### config.mk
export PLATFORM = sky130hd
export DESIGN_NAME = fpe_erase_ctrl
export DESIGN_NICKNAME = d
export VERILOG_FILES = /design/src/rtl/fpe_pkg.sv /design/src/rtl/fpe_erase_ctrl.sv /design/src/rtl/fpe_page_store.sv
export SDC_FILE = /design/constraint.sdc
export NUM_CORES = 1
export LEC_CHECK = 0
export BUFFER_PORTS_ARGS = -buffer_cell sky130_fd_sc_hd__buf_2
export CAP_MARGIN = 20
export CORE_ASPECT_RATIO = 1.25
export CORE_MARGIN = 2
export CORE_UTILIZATION = 50
export DETAILED_ROUTE_END_ITERATION = 8
export PLACE_DENSITY_LB_ADDON = 0.12
export SYNTH_ARGS = -nofsm -noshare
export SYNTH_HDL_FRONTEND = slang
export SYNTH_SLANG_ARGS = --single-unit
### constraint.sdc
create_clock -name ref_clk_i -period 3.22 [get_ports ref_clk_i]
set_input_delay 0.483 -clock ref_clk_i [delete_from_list [all_inputs] [get_ports ref_clk_i]]
set_output_delay 0.483 -clock ref_clk_i [all_outputs]
set_load 0.05 [all_outputs]
### src/rtl/fpe_pkg.sv
package fpe_pkg;

    // Array geometry
    localparam int NUM_PAGES = 8;
    localparam int PAGE_WORDS = 4;
    localparam int DATA_W = 32;
    localparam int CNT_W = 8;
    localparam int PAGE_AW = $clog2(NUM_PAGES);
    localparam int WORD_AW = $clog2(PAGE_WORDS);

    // Completion status codes
    localparam logic [1:0] ST_OK = 2'h0;
    localparam logic [1:0] ST_REFUSED = 2'h1;
    localparam logic [1:0] ST_ECC = 2'h2;
    localparam logic [1:0] ST_WCNT = 2'h3;

    // Register byte offsets
    localparam logic [7:0] REG_THRESH = 8'h00;
    localparam logic [7:0] REG_IRQ_STAT = 8'h04;
    localparam logic [7:0] REG_IRQ_MASK = 8'h08;
    localparam logic [7:0] REG_PROTECT = 8'h0C;
    localparam logic [7:0] REG_RESULT = 8'h10;

    // Reset values
    localparam logic [CNT_W-1:0] THRESH_RST = 8'hC8;
    localparam logic [3:0] IRQ_MASK_RST = 4'h0;
    localparam logic [NUM_PAGES-1:0] PROTECT_RST = 8'h00;

    // Interrupt bit positions
    localparam int IRQ_DONE = 0;
    localparam int IRQ_REFUSED = 1;
    localparam int IRQ_ECC = 2;
    localparam int IRQ_WCNT = 3;

    // Sequencer states, Gray coded from IDLE through DONE; DONE back to IDLE flips two bits
    typedef enum logic [2:0] {
        FPE_IDLE = 3'b000,
        FPE_CHECK = 3'b001,
        FPE_ERASE = 3'b011,
        FPE_VERIFY = 3'b010,
        FPE_DONE = 3'b110
    } fpe_state_t;

    // Erase request as taken from user logic
    typedef struct packed {
        logic [PAGE_AW-1:0] page;
        logic ow_sel;
        logic loss_guard;
        logic [PAGE_AW-1:0] buf_page;
    } fpe_req_t;

    // APB request group
    typedef struct packed {
        logic psel;
        logic penable;
        logic pwrite;
        logic [7:0] paddr;
        logic [31:0] pwdata;
    } fpe_apb_req_t;

endpackage

### src/rtl/fpe_erase_ctrl.sv
//////////////////////////////////////////////////////////////////////////////////
//////////////////////////////////////////////////////////////////////////////////
//
// Decided for this implementation: the APB register port and the register addresses.
module fpe_erase_ctrl #(
    parameter int NUM_PAGES = fpe_pkg::NUM_PAGES,
    parameter int PAGE_WORDS = fpe_pkg::PAGE_WORDS
) (
    // Clock, reset, enable
    input wire logic ref_clk_i,
    input wire logic arst_n_i,
    input wire logic ce_i,
    // User logic erase request
    input wire logic page_erase_request_i,
    input wire logic [fpe_pkg::PAGE_AW-1:0] page_addr_i,
    input wire logic overwrite_protect_select_i,
    input wire logic page_loss_guard_i,
    input wire logic [fpe_pkg::PAGE_AW-1:0] buffer_page_i,
    input wire logic ecc_uncorr_i,
    // Completion
    output logic busy_o,
    output logic done_o,
    output logic [1:0] status_o,
    // APB slave
    input wire logic psel_i,
    input wire logic penable_i,
    input wire logic pwrite_i,
    input wire logic [7:0] paddr_i,
    input wire logic [31:0] pwdata_i,
    output logic [31:0] prdata_o,
    output logic pready_o,
    output logic pslverr_o,
    // Interrupt
    output logic irq_o
);
    import fpe_pkg::*;

    fpe_state_t state_r;
    fpe_req_t req_r;
    fpe_apb_req_t apb;
    logic [WORD_AW-1:0] idx_r;
    logic ecc_seen_r;
    logic busy_r, done_r, irq_r, pready_r, pslverr_r;
    logic [1:0] status_r;
    logic [31:0] prdata_r;
    logic [CNT_W-1:0] thresh_r;
    logic [3:0] irq_stat_r, irq_mask_r, irq_set;
    logic [NUM_PAGES-1:0] protect_r;
    logic [DATA_W-1:0] rd_data;
    logic [CNT_W-1:0] cnt;
    logic refuse, last_word, wr_en, clr, cnt_inc, bad_word;
    logic [1:0] final_status;

    // Decodes an APB offset into a mapped-or-not flag
    function automatic logic is_mapped(input logic [7:0] a);
        return a == REG_THRESH || a == REG_IRQ_STAT || a == REG_IRQ_MASK ||
               a == REG_PROTECT || a == REG_RESULT;
    endfunction

    assign apb = '{psel: psel_i, penable: penable_i, pwrite: pwrite_i,
                   paddr: paddr_i, pwdata: pwdata_i};

    //////////////////////////////////////////////////////////////////////////////
    // Page store
    fpe_page_store #(
        .NUM_PAGES(NUM_PAGES),
        .PAGE_WORDS(PAGE_WORDS),
        .DATA_W(DATA_W),
        .CNT_W(CNT_W)
    ) u_store (
        .ref_clk_i(ref_clk_i),
        .arst_n_i(arst_n_i),
        .ce_i(ce_i),
        .clr_i(clr),
        .page_i(req_r.page),
        .word_i(idx_r),
        .cnt_inc_i(cnt_inc),
        .rd_data_o(rd_data),
        .cnt_o(cnt)
    );

    //////////////////////////////////////////////////////////////////////////////
    // Sequencer decisions
    assign refuse = protect_r[req_r.page] ||
                    (req_r.loss_guard && req_r.buf_page != req_r.page);
    assign last_word = idx_r == WORD_AW'(PAGE_WORDS - 1);
    assign clr = state_r == FPE_ERASE;
    assign cnt_inc = clr && last_word;
    assign bad_word = rd_data != '0 || ecc_uncorr_i;
    // ECC outranks wear: a page that cannot be read back matters more
    assign final_status = (ecc_seen_r || bad_word) ? ST_ECC :
                          (cnt > thresh_r) ? ST_WCNT : ST_OK;

    // Main erase sequence
    always_ff @(posedge ref_clk_i or negedge arst_n_i) begin
        if (!arst_n_i) begin
            state_r <= FPE_IDLE;
            req_r <= '0;
            idx_r <= '0;
            ecc_seen_r <= 1'b0;
        end else if (ce_i) begin
            unique case (state_r)
                FPE_IDLE: begin
                    if (page_erase_request_i) begin
                        req_r <= '{page: page_addr_i, ow_sel: overwrite_protect_select_i,
                                   loss_guard: page_loss_guard_i, buf_page: buffer_page_i};
                        state_r <= FPE_CHECK;
                    end
                end
                FPE_CHECK: begin
                    idx_r <= '0;
                    ecc_seen_r <= 1'b0;
                    state_r <= refuse ? FPE_DONE : FPE_ERASE;
                end
                FPE_ERASE: begin
                    idx_r <= last_word ? '0 : idx_r + 1'b1;
                    if (last_word) begin
                        state_r <= FPE_VERIFY;
                    end
                end
                FPE_VERIFY: begin
                    idx_r <= idx_r + 1'b1;
                    ecc_seen_r <= ecc_seen_r || bad_word;
                    if (last_word) begin
                        state_r <= FPE_DONE;
                    end
                end
                FPE_DONE: begin
                    state_r <= FPE_IDLE;
                end
                default: begin
                    state_r <= FPE_IDLE;
                end
            endcase
        end
    end

    // Completion outputs straight from flops
    always_ff @(posedge ref_clk_i or negedge arst_n_i) begin
        if (!arst_n_i) begin
            busy_r <= 1'b0;
            done_r <= 1'b0;
            status_r <= ST_OK;
        end else if (ce_i) begin
            done_r <= 1'b0;
            if (state_r == FPE_IDLE && page_erase_request_i) begin
                busy_r <= 1'b1;
            end else if (state_r == FPE_DONE) begin
                busy_r <= 1'b0;
            end
            if (state_r == FPE_CHECK && refuse) begin
                status_r <= ST_REFUSED;
                done_r <= 1'b1;
            end else if (state_r == FPE_VERIFY && last_word) begin
                status_r <= final_status;
                done_r <= 1'b1;
            end
        end
    end

    //////////////////////////////////////////////////////////////////////////////
    // APB slave: one wait state, read data latched with pready
    assign wr_en = apb.psel && apb.penable && pready_r && apb.pwrite;

    always_ff @(posedge ref_clk_i or negedge arst_n_i) begin
        if (!arst_n_i) begin
            pready_r <= 1'b0;
            pslverr_r <= 1'b0;
            prdata_r <= '0;
        end else if (ce_i) begin
            pready_r <= apb.psel && apb.penable && !pready_r;
            pslverr_r <= apb.psel && apb.penable && !pready_r && !is_mapped(apb.paddr);
            if (apb.psel && apb.penable && !pready_r && !apb.pwrite) begin
                unique case (apb.paddr)
                    REG_THRESH: prdata_r <= 32'(thresh_r);
                    REG_IRQ_STAT: prdata_r <= 32'(irq_stat_r);
                    REG_IRQ_MASK: prdata_r <= 32'(irq_mask_r);
                    REG_PROTECT: prdata_r <= 32'(protect_r);
                    REG_RESULT: prdata_r <= 32'({busy_r, req_r.page, status_r});
                    default: prdata_r <= '0;
                endcase
            end
        end
    end

    // Configuration registers
    always_ff @(posedge ref_clk_i or negedge arst_n_i) begin
        if (!arst_n_i) begin
            thresh_r <= THRESH_RST;
            irq_mask_r <= IRQ_MASK_RST;
        end else if (ce_i && wr_en) begin
            if (apb.paddr == REG_THRESH) begin
                thresh_r <= apb.pwdata[CNT_W-1:0];
            end
            if (apb.paddr == REG_IRQ_MASK) begin
                irq_mask_r <= apb.pwdata[3:0];
            end
        end
    end

    // Protection map; erase with overwrite select set leaves the page protected
    always_ff @(posedge ref_clk_i or negedge arst_n_i) begin
        if (!arst_n_i) begin
            protect_r <= PROTECT_RST;
        end else if (ce_i) begin
            if (wr_en && apb.paddr == REG_PROTECT) begin
                protect_r <= apb.pwdata[NUM_PAGES-1:0];
            end
            if (state_r == FPE_VERIFY && last_word && req_r.ow_sel) begin
                protect_r[req_r.page] <= 1'b1;
            end
        end
    end

    //////////////////////////////////////////////////////////////////////////////
    // Sticky interrupt status, write one to clear, set wins
    always_comb begin
        irq_set = '0;
        irq_set[IRQ_DONE] = done_r;
        irq_set[IRQ_REFUSED] = done_r && status_r == ST_REFUSED;
        irq_set[IRQ_ECC] = done_r && status_r == ST_ECC;
        irq_set[IRQ_WCNT] = done_r && status_r == ST_WCNT;
    end

    always_ff @(posedge ref_clk_i or negedge arst_n_i) begin
        if (!arst_n_i) begin
            irq_stat_r <= '0;
            irq_r <= 1'b0;
        end else if (ce_i) begin
            irq_stat_r <= (irq_stat_r & ~((wr_en && apb.paddr == REG_IRQ_STAT) ?
                           apb.pwdata[3:0] : 4'h0)) | irq_set;
            irq_r <= |(irq_stat_r & irq_mask_r);
        end
    end

    assign busy_o = busy_r;
    assign done_o = done_r;
    assign status_o = status_r;
    assign prdata_o = prdata_r;
    assign pready_o = pready_r;
    assign pslverr_o = pslverr_r;
    assign irq_o = irq_r;

    //////////////////////////////////////////////////////////////////////////////
    // Checks
    request_start_a: assert property (@(posedge ref_clk_i) disable iff (!arst_n_i)
        state_r == FPE_IDLE && ce_i && page_erase_request_i |=> busy_o)
        else $error("erase request not taken");

    refuse_code_a: assert property (@(posedge ref_clk_i) disable iff (!arst_n_i)
        state_r == FPE_CHECK && ce_i && refuse |=> done_o && status_o == ST_REFUSED)
        else $error("refused erase without status 01");

    refuse_no_clear_a: assert property (@(posedge ref_clk_i) disable iff (!arst_n_i)
        state_r == FPE_CHECK && ce_i && refuse |=> state_r != FPE_ERASE)
        else $error("refused page still cleared");

    // Watches the outcome, not the refuse term itself
    loss_guard_a: assert property (@(posedge ref_clk_i) disable iff (!arst_n_i)
        state_r == FPE_CHECK && ce_i && req_r.loss_guard && req_r.buf_page != req_r.page
        |=> state_r == FPE_DONE && status_o == ST_REFUSED)
        else $error("page loss guard ignored");

    // Every word read back during verify has already been cleared
    verify_zero_a: assert property (@(posedge ref_clk_i) disable iff (!arst_n_i)
        state_r == FPE_VERIFY && ce_i |-> rd_data == '0)
        else $error("cleared word not zero");

    ecc_code_a: assert property (@(posedge ref_clk_i) disable iff (!arst_n_i)
        state_r == FPE_VERIFY && ce_i && ecc_uncorr_i |-> ##[1:8] done_o && status_o == ST_ECC)
        else $error("ecc error not reported");

    wcnt_code_a: assert property (@(posedge ref_clk_i) disable iff (!arst_n_i)
        state_r == FPE_VERIFY && ce_i && last_word && !ecc_seen_r && !bad_word &&
        cnt > thresh_r |=> status_o == ST_WCNT)
        else $error("wear threshold not reported");

    clean_code_a: assert property (@(posedge ref_clk_i) disable iff (!arst_n_i)
        done_o && status_o == ST_OK |-> !$past(refuse) || $past(state_r) != FPE_CHECK)
        else $error("clean status after refusal");

    done_pulse_a: assert property (@(posedge ref_clk_i) disable iff (!arst_n_i)
        ce_i && done_o |=> !done_o)
        else $error("done wider than one cycle");

    busy_drop_a: assert property (@(posedge ref_clk_i) disable iff (!arst_n_i)
        state_r == FPE_DONE && ce_i |=> !busy_o)
        else $error("busy kept after completion");

    // Event bits must land even when software clears in the same cycle
    sticky_set_a: assert property (@(posedge ref_clk_i) disable iff (!arst_n_i)
        ce_i && |irq_set |=> (irq_stat_r & $past(irq_set)) == $past(irq_set))
        else $error("status event lost");

    irq_level_a: assert property (@(posedge ref_clk_i) disable iff (!arst_n_i)
        ce_i && |(irq_stat_r & irq_mask_r) |=> irq_o || !$past(ce_i))
        else $error("masked-in status without interrupt");

    apb_wait_a: assert property (@(posedge ref_clk_i) disable iff (!arst_n_i)
        ce_i && psel_i && penable_i && !pready_o |=> pready_o)
        else $error("apb access not answered");
endmodule

### src/rtl/fpe_page_store.sv
module fpe_page_store #(
    parameter int NUM_PAGES = 8,
    parameter int PAGE_WORDS = 4,
    parameter int DATA_W = 32,
    parameter int CNT_W = 8
) (
    // Clock and reset
    input wire logic ref_clk_i,
    input wire logic arst_n_i,
    input wire logic ce_i,
    // Erase port
    input wire logic clr_i,
    input wire logic [$clog2(NUM_PAGES)-1:0] page_i,
    input wire logic [$clog2(PAGE_WORDS)-1:0] word_i,
    input wire logic cnt_inc_i,
    // Read back
    output logic [DATA_W-1:0] rd_data_o,
    output logic [CNT_W-1:0] cnt_o
);
    localparam int DEPTH = NUM_PAGES * PAGE_WORDS;
    localparam int AW = $clog2(DEPTH);

    logic [DATA_W-1:0] mem_r [DEPTH];
    logic [CNT_W-1:0] cnt_r [NUM_PAGES];
    logic [AW-1:0] addr;

    assign addr = {page_i, word_i};

    // Array has no reset; the sequencer reads only words it just cleared
    always_ff @(posedge ref_clk_i) begin
        if (ce_i && clr_i) begin
            mem_r[addr] <= '0;
        end
    end

    // Per-page write counters, saturating so wear never wraps to small
    always_ff @(posedge ref_clk_i or negedge arst_n_i) begin
        if (!arst_n_i) begin
            for (int i = 0; i < NUM_PAGES; i++) begin
                cnt_r[i] <= '0;
            end
        end else if (ce_i && cnt_inc_i && cnt_r[page_i] != '1) begin
            cnt_r[page_i] <= cnt_r[page_i] + 1'b1;
        end
    end

    assign rd_data_o = mem_r[addr];
    assign cnt_o = cnt_r[page_i];
endmodule

==> metrics.yaml <==
routing:
  drt-pass1-iter-count: 4
  dr_total_vias: 4273
  drtIter0Drc: 181
  vias_per_cell: 5.51
  antenna_left: 0
  postRouteWirelength_mm: 14.3
  wl_per_cell_um: 18.4
  drc_errors: 0
finish:
  nNetsFinal: 665
  drive_gt1_frac: 0.353
  n_antenna_cell: 0
  final_cell_mix: "111 x dfrtp_1, 83 x mux2_2, 45 x buf_2, 39 x nand2_1, 39 x o21ai_0"
  layout_commonest_cell: "dfrtp_1"
  post-route-util: 0.610
  final_cells: 776
  area.growth.synth_to_final_pct: 19.0
  stdcell_area_um2: 7420
timing:
  whs_ns: 0.103
  setup_viol: 0
  rsz0062_at_grt: "false"
  tightest_slew_ns: 0.799
  worst_slack_ns: 0.123
  hold_viol: 0
  finalMaxSlewViolations: 0
  finalCriticalPeriod_ns: 3.10
  slew_headroom: 0.466
  finalSetupTns_ns: 0
  max_freq_mhz: 323
  final.period_utilization: 0.962
  fin_skew_ns: 0.00694
logic_synthesis:
  synth_top_area_frac: 0.457
  synth_cell_type_count: 61
  synth_area_leader_cell: "dfrtp_1"
  synth_ff_type: "dfrtp_1"
  ys_ff_latch: 117
  synth_warnings: 0
  avgSynthCellArea_um2: 11.9
  yosysSeqAreaShare: 0.470
  syn_inst: 524
  synth_area_um2: 6240
  synth_area_leaders: "dfrtp_1 46%, mux2_2 15%, mux2i_1 3.4%, o21ai_0 3.1%, buf_4 3.0%"
  synth_edf_count: 0
  synth-async-reset-ratio: 1.00
power_and_ir_drop:
  pwr-share-seq: 0.349
  intPower_mw: 3.74
  clock_power_share: 0.380
  p_sw_mw: 1.74
  leakage_nw: 3.54
  p_comb_frac: 0.271
  vdd_drop_max_mv: 0.360
  power.total_mw: 5.48
  p_sw_frac: 0.318
  p_per_area_nw_per_um2: 739
setup_path:
  reg2regPathDepth: 10
  rrSetupSlack_ns: 0.12
  timing.rr.end: "u_store.cnt_r[47]"
  crit_required_ns: 3.50
  cp_max_fo: 8
  rr_startpoint: "req_r[5]"
  path_cells: "or3b_2 > a21oi_2 > a2111oi_4 > inv_1 > ha_1 > nand2_2 > nor3_4 > nor4b_4 > buf_4 > mux2_1"
  crit_slowest_cell: "nor3_4"
  start_kind: "register"
  critPathMaxStageDelay_ns: 0.70
  path_depth: 10
  arrival_ns: 3.38
  crit_path_end_kind: "register"
  crit_family: "simple AND/OR/NAND/NOR gates"
  path_buf_inv: 2
  critPathKind: "reg2reg"
floorplanning:
  dieArea_um2: 13400
  core_area_um2: 12200
  start_util: 0.513
  num_rows: 45
  die_w_um: 104
  dieHeight_um: 129
  io_pins: 95
placed_design:
  placed_cell_area_um2: 6630
  place_ws_ns: 0.00645
  dp_cells: 731
  dp_hpwl_mm: 9.90
  port_buffers: 46
  place_congestion: 0.861
global_routing:
  antenna_found_initial: 0
  track_usage: 0.223
  grt_max_degree: 67
  grt_pass1_wl_mm: 22.8
  grt_pass1_vias: 4432
  grt_overflow_total: 0
clock_network:
  cts_tree: "done"
  ctsRootBufferMaster: "clkbuf_16"
  ctsHtreeMaxLevel: 4
  clk_transition_reported_paths_ns: 0.05
  insertion_delay_ns: 0.41
  cts_max_path_buffers: 2
  numClockSinks: 117
  cts_buffers: 17
status:
  status: "finished clean"
worst_hold_path:
  hold_class: "in2async"
flow_run:
  cap_violations: 0
==> worst max path at each step <==
stage | startpoint | slack (ns) | end
2_1_floorplan | req_r[5] | 0.30 | u_store.cnt_r[39]
3_3_place_gp | req_r[5] | 0.04 | u_store.cnt_r[61]
3_5_place_dp | req_r[5] | 0.006 | u_store.cnt_r[26]
4_1_cts | req_r[5] | 0.02 | u_store.cnt_r[61]
5_1_grt | req_r[5] | 0.003 | u_store.cnt_r[47]
6_report | req_r[5] | 0.12 | u_store.cnt_r[47]
==> area by class of cell <==
class | count | area (µm²)
clock buffer | 23 | 448
clock inverter | 9 | 200
fill | 1017 | 4740
inverter | 20 | 75.1
multi-input combinational | 366 | 3020
sequential | 117 | 2940
tap | 164 | 205
timing repair buffer | 77 | 538
==> layer usage <==
metal | vias up | wire length [µm] | global-route usage
met5 | - | 0 | 0
met4 | 0 | 416 | 0.119
met3 | 25 | 479 | 0.0486
met2 | 84 | 7530 | 0.401
met1 | 2151 | 5830 | 0.249
li1 | 2013 | - | -
==> timing repair <==
item                                    CTS  global route
buffers inserted                          0            13
resized for setup                         0             4
hold buffers                              0             0
endpoints found under the setup margin    0            64
==> kinds of logic after synthesis <==
logic type / after synthesis / synth area share
AO/OA/AOI/OAI: 93 / 0.0981
AND/OR/NAND/NOR: 115 / 0.118
XOR/XNOR: 8 / 0.0112
multiplexers: 116 / 0.221
flip-flops: 117 / 0.470
adder cells (fa/ha/maj): 10 / 0.0201
buffers and inverters: 64 / 0.0608
other: 1 / 0.000601
==> synthesized netlist by cell type, types with 4 or more instances <==
cell type / count
mux2i_1: 21
ha_1: 10
and3_1: 6
nor4b_4: 4
nor3_1: 6
xor2_1: 4
xnor2_1: 4
nor3b_1: 4
a31oi_1: 4
a22oi_1: 8
inv_1: 20
clkbuf_1: 8
mux2_2: 83
buf_2: 6
buf_4: 25
dfrtp_1: 114
nand2_1: 39
nor2b_1: 5
mux4_2: 5
a22o_1: 6
a21oi_1: 16
nor2_1: 14
o21ai_0: 39
mux2_1: 4
nand2b_1: 6
buf_6: 5
nand3_1: 7
nor4_4: 4
==> power groups by stage <==
| stage | Sequential, mW | Clock, mW | Combinational, mW |
|---|---|---|---|
| 3_5_place_dp | 1.95 | 0 | 1.43 |
| 3_3_place_gp | 1.94 | 0 | 1.40 |
| 2_1_floorplan | 1.91 | 0 | 1.06 |
| 6_report | 1.91 | 2.09 | 1.48 |
| 5_1_grt | 1.94 | 2.19 | 1.61 |
| 4_1_cts | 1.92 | 2.12 | 1.44 |
==> registers in the layout, summed over array words and instances, names as in the netlist <==
signal and cells:
irq_mask_r 4, u_store.cnt_r 64, pslverr_o 1, ecc_seen_r 1
req_r 8, protect_r 8, busy_o 1, pready_o 1
status_o 2, idx_r 2, prdata_o 8, irq_o 1
irq_stat_r 4, thresh_r 8, done_o 1, state_r 3
Power figures use the tool's default switching activity.
